<file path="src/design/ptw_pkg.sv">
package ptw_pkg;
	// register byte offsets
	localparam logic [4:0] PTW_CFG_OFS = 5'h00;
	localparam logic [4:0] PTW_PRESC_OFS = 5'h04;
	localparam logic [4:0] PTW_PRESET_OFS = 5'h08;
	localparam logic [4:0] PTW_CSR_OFS = 5'h0C;
	localparam logic [4:0] PTW_WATCHDOG_COUNT_REG_OFS = 5'h10;
	localparam logic [4:0] PTW_MATCH_OFS = 5'h14;
	// config bit positions
	localparam int PTW_LK_CFG = 0;
	localparam int PTW_LK_PRESC = 1;
	localparam int PTW_LK_TMR = 2;
	localparam int PTW_LK_WATCHDOG_COUNT_REG = 3;
	localparam int PTW_WD_CLK_SEL = 4;
	localparam int PTW_MATCH_EN = 5;
	localparam int PTW_CFG_W = 6;
	// status/control bit positions
	localparam int PTW_CSR_RESTART = 0;
	localparam int PTW_CSR_TC = 1;
	localparam int PTW_CSR_INTE = 2;
	// reset values and keys
	localparam logic [15:0] PTW_PRESET_RST = 16'hFFFF;
	localparam logic [7:0] PTW_WATCHDOG_COUNT_REG_RST = 8'h0F;
	localparam logic [7:0] PTW_MATCH_KEY = 8'h5C;
	localparam logic [2:0] PTW_DIV_MAX = 3'h5;
	localparam int PTW_PRESC_W = 5;
	// power modes
	typedef enum logic [1:0] {
		PTW_ACTIVE,
		PTW_SAVE,
		PTW_IDLE,
		PTW_HALT
	} ptw_mode_t;
endpackage

</file>
<file path="src/design/ptw_top.sv">
// The register addresses and register access over Avalon-MM were left to the implementer.
`timescale 1ns/10ps
module ptw_top #(
	parameter int TMR_W = 16,
	parameter int WD_W = 8
) (
	// clock and reset
	input wire logic clock_i,
	input wire logic rst_b_i,
	// slow clock enable and power mode
	input wire logic slow_clock_en_i,
	input wire ptw_pkg::ptw_mode_t power_mode_i,
	// avalon-mm slave
	input wire logic [4:0] address_i,
	input wire logic read_i,
	input wire logic write_i,
	input wire logic [31:0] writedata_i,
	output logic [31:0] readdata_o,
	output logic waitrequest_o,
	// timer and watchdog outputs
	output logic timer_tick_o,
	output logic real_time_irq_o,
	output logic watchdog_running_o,
	output logic watchdog_error_o
);
	import ptw_pkg::*;

	if (TMR_W != 16 || WD_W != 8) begin : g_width_check
		$error("ptw_top: only 16-bit timer and 8-bit watchdog supported");
	end

	logic rst_meta_reg;
	logic rst_n;
	logic [PTW_CFG_W-1:0] cfg_reg;
	logic [2:0] div_reg;
	logic [TMR_W-1:0] preset_reg;
	logic [TMR_W-1:0] tcnt_reg;
	logic restart_reg;
	logic tc_reg;
	logic inte_reg;
	logic [WD_W-1:0] watchdog_count_reg_reg;
	logic [WD_W-1:0] wd_reg;
	logic wd_run_reg;
	logic serviced_reg;
	logic [PTW_PRESC_W-1:0] presc_reg;
	logic halt;
	logic slow_en;
	logic [2:0] div_eff;
	logic [5:0] mask_full;
	logic [PTW_PRESC_W-1:0] mask;
	logic pre_en;
	logic tick_en;
	logic wd_en;
	logic req;
	logic wr_acc;
	logic rd_acc;
	logic reach;
	logic [7:0] wbyte;
	logic wr_cfg;
	logic wr_presc;
	logic wr_preset;
	logic wr_csr;
	logic wr_watchdog_count_reg;
	logic wr_match;
	logic service;
	logic bad_match;
	logic late;
	logic [31:0] rd_next;

	// reset release through two flops
	always_ff @(posedge clock_i or negedge rst_b_i) begin
		if (!rst_b_i) begin
			rst_meta_reg <= 1'b0;
			rst_n <= 1'b0;
		end else begin
			rst_meta_reg <= 1'b1;
			rst_n <= rst_meta_reg;
		end
	end

	assign halt = (power_mode_i == PTW_HALT);
	assign slow_en = slow_clock_en_i && !halt;

	// bus access decode
	assign req = read_i || write_i;
	assign wr_acc = write_i && !waitrequest_o;
	assign rd_acc = read_i && !waitrequest_o;
	assign wbyte = writedata_i[7:0];

	function automatic logic reach_f(input logic [4:0] a, input ptw_mode_t m);
		logic r;
		r = 1'b0;
		case (m)
			PTW_ACTIVE: r = 1'b1;
			PTW_SAVE, PTW_IDLE: r = (a == PTW_MATCH_OFS);
			default: r = 1'b0;
		endcase
		return r;
	endfunction

	assign reach = reach_f(address_i, power_mode_i);

	assign wr_cfg = wr_acc && reach && address_i == PTW_CFG_OFS
		&& !cfg_reg[PTW_LK_CFG];
	assign wr_presc = wr_acc && reach && address_i == PTW_PRESC_OFS
		&& !cfg_reg[PTW_LK_PRESC];
	assign wr_preset = wr_acc && reach && address_i == PTW_PRESET_OFS
		&& !cfg_reg[PTW_LK_TMR];
	assign wr_csr = wr_acc && reach && address_i == PTW_CSR_OFS
		&& !cfg_reg[PTW_LK_TMR];
	assign wr_watchdog_count_reg = wr_acc && reach && address_i == PTW_WATCHDOG_COUNT_REG_OFS
		&& !cfg_reg[PTW_LK_WATCHDOG_COUNT_REG];
	assign wr_match = wr_acc && reach && address_i == PTW_MATCH_OFS;

	// one wait cycle, then a single ready cycle
	always_ff @(posedge clock_i or negedge rst_n) begin
		if (!rst_n) begin
			waitrequest_o <= 1'b1;
		end else begin
			waitrequest_o <= !(req && waitrequest_o);
		end
	end

	// locked or write-only reads return zero
	always_comb begin
		rd_next = 32'h0000_0000;
		if (reach) begin
			case (address_i)
				PTW_CFG_OFS: begin
					if (!cfg_reg[PTW_LK_CFG]) rd_next[PTW_CFG_W-1:0] = cfg_reg;
				end
				PTW_PRESC_OFS: begin
					if (!cfg_reg[PTW_LK_PRESC]) rd_next[2:0] = div_reg;
				end
				PTW_PRESET_OFS: begin
					if (!cfg_reg[PTW_LK_TMR]) rd_next[TMR_W-1:0] = preset_reg;
				end
				PTW_CSR_OFS: begin
					if (!cfg_reg[PTW_LK_TMR]) begin
						rd_next[PTW_CSR_RESTART] = restart_reg;
						rd_next[PTW_CSR_TC] = tc_reg;
						rd_next[PTW_CSR_INTE] = inte_reg;
					end
				end
				default: rd_next = 32'h0000_0000;
			endcase
		end
	end

	always_ff @(posedge clock_i or negedge rst_n) begin
		if (!rst_n) begin
			readdata_o <= 32'h0000_0000;
		end else if (req && waitrequest_o) begin
			readdata_o <= rd_next;
		end
	end

	// lock and config bits only ever set
	always_ff @(posedge clock_i or negedge rst_n) begin
		if (!rst_n) begin
			cfg_reg <= '0;
		end else if (wr_cfg) begin
			cfg_reg <= cfg_reg | wbyte[PTW_CFG_W-1:0];
		end
	end

	always_ff @(posedge clock_i or negedge rst_n) begin
		if (!rst_n) begin
			div_reg <= 3'h0;
			preset_reg <= PTW_PRESET_RST;
			inte_reg <= 1'b0;
		end else begin
			if (wr_presc) div_reg <= wbyte[2:0];
			if (wr_preset) preset_reg <= writedata_i[TMR_W-1:0];
			if (wr_csr) inte_reg <= wbyte[PTW_CSR_INTE];
		end
	end

	// prescaler enable every 2^div slow edges, div capped at 5
	assign div_eff = (div_reg > PTW_DIV_MAX) ? PTW_DIV_MAX : div_reg;
	assign mask_full = (6'h01 << div_eff) - 6'h01;
	assign mask = mask_full[PTW_PRESC_W-1:0];
	assign pre_en = slow_en && ((presc_reg & mask) == mask);

	always_ff @(posedge clock_i or negedge rst_n) begin
		if (!rst_n) begin
			presc_reg <= '0;
		end else if (slow_en) begin
			presc_reg <= presc_reg + 1'b1;
		end
	end

	// zero reached on this prescaled edge
	assign tick_en = pre_en && !restart_reg && tcnt_reg == 1;

	// down count, reload at zero, restart reload
	always_ff @(posedge clock_i or negedge rst_n) begin
		if (!rst_n) begin
			tcnt_reg <= PTW_PRESET_RST;
		end else if (pre_en) begin
			if (restart_reg || tcnt_reg == 0) begin
				tcnt_reg <= preset_reg;
			end else begin
				tcnt_reg <= tcnt_reg - 1'b1;
			end
		end
	end

	// restart set by software, cleared at reload
	always_ff @(posedge clock_i or negedge rst_n) begin
		if (!rst_n) begin
			restart_reg <= 1'b0;
		end else if (wr_csr && wbyte[PTW_CSR_RESTART]) begin
			restart_reg <= 1'b1;
		end else if (pre_en) begin
			restart_reg <= 1'b0;
		end
	end

	// tick level for one prescaled cycle
	always_ff @(posedge clock_i or negedge rst_n) begin
		if (!rst_n) begin
			timer_tick_o <= 1'b0;
		end else if (pre_en) begin
			timer_tick_o <= tick_en;
		end
	end

	// terminal count set, cleared by read, set wins
	always_ff @(posedge clock_i or negedge rst_n) begin
		if (!rst_n) begin
			tc_reg <= 1'b0;
		end else if (tick_en) begin
			tc_reg <= 1'b1;
		end else if (rd_acc && reach && address_i == PTW_CSR_OFS
			&& !cfg_reg[PTW_LK_TMR]) begin
			tc_reg <= 1'b0;
		end
	end

	always_ff @(posedge clock_i or negedge rst_n) begin
		if (!rst_n) begin
			real_time_irq_o <= 1'b0;
		end else begin
			real_time_irq_o <= tick_en && inte_reg;
		end
	end

	assign wd_en = cfg_reg[PTW_WD_CLK_SEL] ? pre_en : tick_en;

	assign service = (wr_watchdog_count_reg && !cfg_reg[PTW_MATCH_EN])
		|| (wr_match && cfg_reg[PTW_MATCH_EN] && wbyte == PTW_MATCH_KEY);
	assign bad_match = wr_match && cfg_reg[PTW_MATCH_EN]
		&& wbyte != PTW_MATCH_KEY;
	// counter at zero on its clock
	assign late = wd_run_reg && wd_en && wd_reg == 0;

	always_ff @(posedge clock_i or negedge rst_n) begin
		if (!rst_n) begin
			watchdog_count_reg_reg <= PTW_WATCHDOG_COUNT_REG_RST;
		end else if (wr_watchdog_count_reg) begin
			watchdog_count_reg_reg <= wbyte[WD_W-1:0];
		end
	end

	// off after reset, start and never stop
	always_ff @(posedge clock_i or negedge rst_n) begin
		if (!rst_n) begin
			wd_run_reg <= 1'b0;
		end else if (wr_watchdog_count_reg || wr_match) begin
			wd_run_reg <= 1'b1;
		end
	end

	always_ff @(posedge clock_i or negedge rst_n) begin
		if (!rst_n) begin
			wd_reg <= PTW_WATCHDOG_COUNT_REG_RST;
		end else if (wr_watchdog_count_reg && !wd_run_reg) begin
			wd_reg <= wbyte[WD_W-1:0];
		end else if (service) begin
			wd_reg <= wr_watchdog_count_reg ? wbyte[WD_W-1:0] : watchdog_count_reg_reg;
		end else if (wd_run_reg && wd_en && wd_reg != 0) begin
			wd_reg <= wd_reg - 1'b1;
		end
	end

	// one service per watchdog clock cycle
	always_ff @(posedge clock_i or negedge rst_n) begin
		if (!rst_n) begin
			serviced_reg <= 1'b0;
		end else if (service) begin
			serviced_reg <= 1'b1;
		end else if (wd_en) begin
			serviced_reg <= 1'b0;
		end
	end

	always_ff @(posedge clock_i or negedge rst_n) begin
		if (!rst_n) begin
			watchdog_error_o <= 1'b0;
		end else if (late || bad_match || (service && serviced_reg)) begin
			watchdog_error_o <= 1'b1;
		end
	end

	always_ff @(posedge clock_i or negedge rst_n) begin
		if (!rst_n) begin
			watchdog_running_o <= 1'b0;
		end else begin
			watchdog_running_o <= wd_run_reg;
		end
	end

	// checks
	presc_gate_a: assert property (
		@(posedge clock_i) disable iff (!rst_n)
		pre_en |-> slow_clock_en_i && !halt)
		else $error("prescaled enable without slow edge");
	timer_dec_a: assert property (
		@(posedge clock_i) disable iff (!rst_n)
		pre_en && !restart_reg && tcnt_reg != 0 |=>
		tcnt_reg == $past(tcnt_reg) - 1'b1)
		else $error("timer did not decrement");
	timer_reload_a: assert property (
		@(posedge clock_i) disable iff (!rst_n)
		pre_en && tcnt_reg == 0 |=> tcnt_reg == $past(preset_reg))
		else $error("timer did not reload at zero");
	tick_pulse_a: assert property (
		@(posedge clock_i) disable iff (!rst_n)
		tick_en |=> timer_tick_o && tcnt_reg == 0)
		else $error("tick missing at zero");
	tc_irq_set_a: assert property (
		@(posedge clock_i) disable iff (!rst_n)
		tick_en |=> tc_reg && (real_time_irq_o == $past(inte_reg)))
		else $error("flag or interrupt missing on tick");
	restart_done_a: assert property (
		@(posedge clock_i) disable iff (!rst_n)
		pre_en && restart_reg && !wr_csr |=>
		!restart_reg && tcnt_reg == $past(preset_reg))
		else $error("restart not completed");
	// a first match write also starts the watchdog
	wd_idle_a: assert property (
		@(posedge clock_i) disable iff (!rst_n)
		!wd_run_reg && !wr_watchdog_count_reg && !wr_match |=> $stable(wd_reg) && !watchdog_error_o)
		else $error("watchdog active before start");
	wd_late_a: assert property (
		@(posedge clock_i) disable iff (!rst_n)
		late |=> watchdog_error_o)
		else $error("late service not flagged");
	wd_key_a: assert property (
		@(posedge clock_i) disable iff (!rst_n)
		bad_match |=> watchdog_error_o)
		else $error("wrong key not flagged");
	lock_hold_a: assert property (
		@(posedge clock_i) disable iff (!rst_n)
		1'b1 |=> (cfg_reg & $past(cfg_reg)) == $past(cfg_reg))
		else $error("config bit cleared by software");
	halt_freeze_a: assert property (
		@(posedge clock_i) disable iff (!rst_n)
		halt |=> $stable(tcnt_reg) && $stable(presc_reg))
		else $error("counting during halt");
endmodule

</file>
<file path="config.mk">
export PLATFORM = sky130hd
export DESIGN_NAME = ptw_top
export DESIGN_NICKNAME = d
export VERILOG_FILES = /design/src/design/ptw_pkg.sv /design/src/design/ptw_top.sv
export SDC_FILE = /design/constraint.sdc
export NUM_CORES = 1
export LEC_CHECK = 0
export BUFFER_PORTS_ARGS = -buffer_cell sky130_fd_sc_hd__buf_4
export CAP_MARGIN = 15
export CORE_MARGIN = 1
export CORE_UTILIZATION = 30
export CTS_BUF_LIST = sky130_fd_sc_hd__clkbuf_4
export DETAILED_ROUTE_END_ITERATION = 10
export PLACE_DENSITY = 0.58
export SLEW_MARGIN = 20
export SYNTH_ARGS = -nofsm -noshare
export SYNTH_HDL_FRONTEND = slang
export SYNTH_SLANG_ARGS = --single-unit
</file>
<file path="constraint.sdc">
create_clock -name clock_i -period 2.5 [get_ports clock_i]
set_input_delay 0.125 -clock clock_i [delete_from_list [all_inputs] [get_ports clock_i]]
set_output_delay 0.125 -clock clock_i [all_outputs]
set_load 0.01 [all_outputs]
</file>
Word level (Yosys, flattened, before mapping)
Cells that the tools add are included.
{"block": "totals", "input_bits": 44, "word_cells": 121, "regBits": 106, "output_inout_bits": 37}
{"block": "classes", "mux": 22, "magnitude_cmp": 1, "n_addsub": 4, "shift": 1, "reduce_logical": 59, "n_eq_ne": 12, "bitwise": 2}
{"cell": "$mux W16", "n": 3}
{"cell": "$logic_and A1 B1 Y1", "n": 33}
{"cell": "$mux W8", "n": 4}
{"cell": "$eq A16 B1 Y1 const B", "n": 1}
{"cell": "$logic_not A16 Y1", "n": 1}
{"cell": "$sub A16 B1 Y16 const B", "n": 1}
{"cell": "$pmux W3 S4", "n": 1}
{"cell": "$eq A5 B4 Y1 const B", "n": 2}
{"cell": "$eq A5 B5 Y1 const B", "n": 2}
{"cell": "$logic_not A1 Y1", "n": 10}
{"cell": "$mux W10", "n": 1}
{"cell": "$mux W3", "n": 3}
{"cell": "$eq A8 B7 Y1 const B", "n": 1}
{"cell": "$logic_not A8 Y1", "n": 1}
{"cell": "$ne A8 B7 Y1 const B", "n": 1}
{"cell": "$reduce_bool A8 Y1", "n": 1}
{"cell": "$sub A8 B1 Y8 const B", "n": 1}
{"cell": "$mux W1", "n": 7}
{"cell": "$logic_or A1 B1 Y1", "n": 6}
{"cell": "$mux W6", "n": 1}
{"cell": "$or A6 B6 Y6", "n": 1}
{"cell": "$pmux W3 S2", "n": 1}
{"cell": "$reduce_bool A2 Y1", "n": 3}
{"cell": "$add A5 B1 Y5 const B", "n": 1}
{"cell": "other kinds (13)", "n": 14}

Depth between registers and ports, before layout
{"block": "logic_depth", "depth_word": 15, "mapped_depth": 10, "mapped_depth_nobuf": 8}

Worst setup path before layout
No wires, ideal clock.
{"block": "synth_timing", "path_kind": "register to register", "startpoint": "reg div_reg[2]", "endpoint": "reg wd_reg[7]", "path_stages_with_launch": 10, "path_buffers": 1, "t_required_ns": 2.371, "t_arrival_ns": 2.142, "setup_ns": 0.129, "setup_slack_ns": 0.229, "synth_period_minus_slack_ns": 2.271, "cell_sequence": "dfrtp_1 nor3_1 inv_1 ha_1 xor2_1 a221o_1 o31a_1 clkbuf_1 o21ai_0 o21ai_0"}
{"block": "synth_via", "elab_chain_cells": 13}
{"item": "start, declared", "line": "ptw_top.sv:35", "source": "logic [2:0] div_reg;"}
{"item": "start signal, assigned", "line": "ptw_top.sv:173", "source": "if (wr_presc) div_reg <= wbyte[2:0];"}
{"item": "$gt A3 B3 Y1", "line": "ptw_top.sv:180", "source": "assign div_eff = (div_reg > PTW_DIV_MAX) ? PTW_DIV_MAX : div_reg;"}
{"item": "$mux W3 *", "line": "ptw_top.sv:180"}
{"item": "$shl A1 B3 Y5 *", "line": "ptw_top.sv:181", "source": "assign mask_full = (6'h01 << div_eff) - 6'h01;"}
{"item": "$sub A5 B1 Y5 *", "line": "ptw_top.sv:181"}
{"item": "$and A5 B5 Y5", "line": "ptw_top.sv:183", "source": "assign pre_en = slow_en && ((presc_reg & mask) == mask);"}
{"item": "$eq A5 B5 Y1 *", "line": "ptw_top.sv:183"}
{"item": "$logic_and A1 B1 Y1 *", "line": "ptw_top.sv:183"}
{"item": "$logic_and A1 B1 Y1 (2 in a row)", "line": "ptw_top.sv:194", "source": "assign tick_en = pre_en && !restart_reg && tcnt_reg == 1;"}
{"item": "$mux W1 *", "line": "ptw_top.sv:249", "source": "assign wd_en = cfg_reg[PTW_WD_CLK_SEL] ? pre_en : tick_en;"}
{"item": "$logic_and A1 B1 Y1 * (2 in a row)", "line": "ptw_top.sv:282", "source": "end else if (wd_run_reg && wd_en && wd_reg != 0) begin"}
{"item": "$reduce_bool A3 Y1 (no line) *"}
{"item": "end signal, assigned", "line": "ptw_top.sv:279", "source": "wd_reg <= wbyte[WD_W-1:0];"}
{"item": "end signal, assigned", "line": "ptw_top.sv:281", "source": "wd_reg <= wr_watchdog_count_reg ? wbyte[WD_W-1:0] : watchdog_count_reg_reg;"}
{"item": "end signal, assigned", "line": "ptw_top.sv:283", "source": "wd_reg <= wd_reg - 1'b1;"}
{"item": "end, declared", "line": "ptw_top.sv:42", "source": "logic [WD_W-1:0] wd_reg;"}
Every way passes the cells marked *; elsewhere a longest branch is shown, timed or not.
A chain may end at the register's enable or synchronous reset.

Worst setup path after layout
{"block": "layout_timing", "startpoint": "reg div_reg[2]", "endpoint": "reg wd_reg[5]"}
Same word-level chain as after synthesis.

==> flow_summary.ini <==
[outcome]
status = finished, final reports clean

[global_route]
grt_pass1_vias = 3729
grt_max_degree = 89
antenna_found_initial = 0
grt_usage = 0.1504
grt.overflow.total = 0
grt_pass1_wl_um = 19310

[synth]
async_flop_share = 1.000
synth_edf_count = 0
avgSynthCellArea_sq_um = 10.26
ys.warnings.count = 0
synthCells = 462
ys_top_cells_by_area = dfrtp_1 (26%), dfstp_2 (23%), o21ai_0 (4.5%)
ys_seq_area_frac = 0.4859
ys_seq_elements = 90
synth_top_area_frac = 0.2586
synth_ff_type = dfrtp_1
synth.most_common_cell = dfrtp_1
yosys-top-cells-count = dfrtp_1 (49), o21ai_0 (43), dfstp_2 (41)
synthDistinctLibCells = 65
synth_top_area_cell = dfrtp_1
syn_area_sq_mm = 0.004741

[timing]
relSlewSlack = 0.2969
finalWorstSetupSlack_ps = 150.0
rsz0062_at_grt = false
setup_violations = 0
hold_viol = 0
min_period_over_period = 0.9400
fin_skew_ps = 26.24
tns_ps = 0
max_freq_mhz = 425.5
slew_violations = 0
tightest_slew_ps = 1054
hold_slack_ps = 70.99
min_period_ps = 2350

[detailed_routing]
vias_per_cell = 5.033
routed_wl_um = 11630
post-route-drc-count = 0
drt-wirelength-per-cell_um = 15.34
drtPass1Iterations = 5
vias = 3815
drt_iter0_markers = 246
drtAntennaViolNets = 0

[floorplan]
pin_count = 81
initial_core_util = 0.3096
rows = 45
core-area_sq_mm = 0.01531
die_y_um = 127.7
design.die.area_sq_mm = 0.01631
die_w_um = 127.7

[power_and_ir_drop]
clockPowerShare = 0.272
ir_worst_vdd_v = 0.0003132
p_int_uw = 2622
pwr-share-comb = 0.220
power.density_mw_per_mm2 = 656.8
swShare = 0.3128
switching_power_uw = 1194
p_seq_frac = 0.508
leakagePower_uw = 0.002625

[worst_setup_path]
cpMostUsedCell = buf_4
crit_buf_inv = 2
crit_family = compound AO/OA/AOI/OAI gates
start_kind = flop
required_ps = 2870
cp-end-kind = flop
path_class = flop to flop
cp_data_arrival_time_ps = 2720
path_cells = buf_4 -> nor2_1 -> nand2_1 -> ha_1 -> xor2_1 -> a221o_2 -> o31a_1 -> buf_4 -> o21ai_0
crit_fanout = 6
cpMaxStageDelayCell = a221o_2
slowest_delay_ps = 460

[final_layout]
drive_gt1_frac = 0.3108
design_area_sq_mm = 0.005811
fill_cells = 1545
n_antenna_cell = 0
finish.utilization = 0.3794
syn_to_final_growth_pct = 22.57
finalNetCount = 595

[min_path]
hp-class = input port to flop

[cts]
numCtsBuffers = 9
cts_buffer_depth = 2
cts_tree = yes
clkSinkCount = 90
clock_latency_ps = 460
htreeDepth = 3
root_buffer = clkbuf_4
clk_pin_slew_ps = 150

[placement]
gp_congestion = 0.8639
post_dp_cell_area_sq_mm = 0.005389
place.detailed.hpwl_um = 8197
io_buffers = 48
place_ws_ps = 62.37

[run]
drv_cap = 0
==> final timing paths <==
check                            endpoint  cells past startpoint          from  slack [ps]
min                         readdata_o[1]                      3  address_i[3]          70
max reg2reg                     wd_reg[5]                      9    div_reg[2]         150
min reg2reg                readdata_o[14]                      1         rst_n         330
min in group asynchronous  readdata_o[14]                      1         rst_n         330
max                             wd_reg[5]                      9    div_reg[2]         150
max in group asynchronous     tcnt_reg[8]                      1         rst_n        1690
==> tightest hold or removal path, cell delays in order <==
cell and delay [ps]:
buf_4 140, o32a_1 180, o31ai_1 70
==> timing repair <==
item                                    CTS  global route
endpoints found under the setup margin    0             8
resized for setup                         0             5
setup buffers                             0             2
hold buffers                             19             0
endpoints found under the hold margin    38             0
==> cell usage in the layout, fill, tap and decap left out, types with 5 or more instances in the layout <==
cell type,n
a21o_1,8
a21oi_1,29
a22o_1,11
buf_4,72
clkbuf_4,10
conb_1,17
dfrtp_1,48
dfstp_2,41
dlygate4sd3_1,19
ha_1,9
inv_1,18
mux2_2,18
mux2_4,8
nand2_1,32
nand3_1,7
nand4_1,6
nor2_1,28
nor3_1,13
nor4_1,10
o21ai_0,41
o22ai_1,7
or3_1,6
xor2_1,5
==> power groups by stage <==
stage | clock, uW | combinational [uW] | sequential, uW
floorplan | 0 | 569 | 1910
global placement | 0 | 778 | 1950
detailed placement | 0 | 808 | 1960
CTS | 1080 | 833 | 1940
global route | 1130 | 955 | 1970
finish | 1040 | 839 | 1940
==> metal layers <==
layer	GRT usage	vias to the layer above	wire length (um)
met5	0	-	0
met2	0.2527	88	5734
li1	-	1824	-
met1	0.1966	1886	5309
met3	0.03005	17	394
met4	0.04221	0	193
==> through the flow <==
| step | instances | power (uW) |
|---|---|---|
| after global routing | 758 | 4056 |
| after detailed placement | 720 | 2767 |
| after global placement | 720 | 2723 |
| after CTS | 755 | 3844 |
| final | 758 | 3816 |
| after floorplan | 477 | 2480 |
==> cell families (layout without fill, tap and decap cells) <==
family	Yosys count	after routing	share of synthesized area
simple gates	136	136	0.1555
compound gates	131	132	0.1813
flops	90	90	0.4859
buf+inv	57	126	0.06308
mux	28	28	0.07231
fa+ha+maj	9	9	0.02375
xor+xnor	9	9	0.01663
other cells	2	17	0.001584
==> layout make-up <==
cell class	instances	area [sq um]	share of cell area
Timing Repair Buffer	92	750.7	0.1292
Clock buffer	10	75.07	0.01292
Sequential cell	90	2307	0.3971
Multi-Input combinational cell	331	2232	0.3842
Tap cell	211	264.0	0.04543
Inverter	18	67.56	0.01163
Clock inverter	6	113.9	0.01960
(Power assumes the default switching activity.)
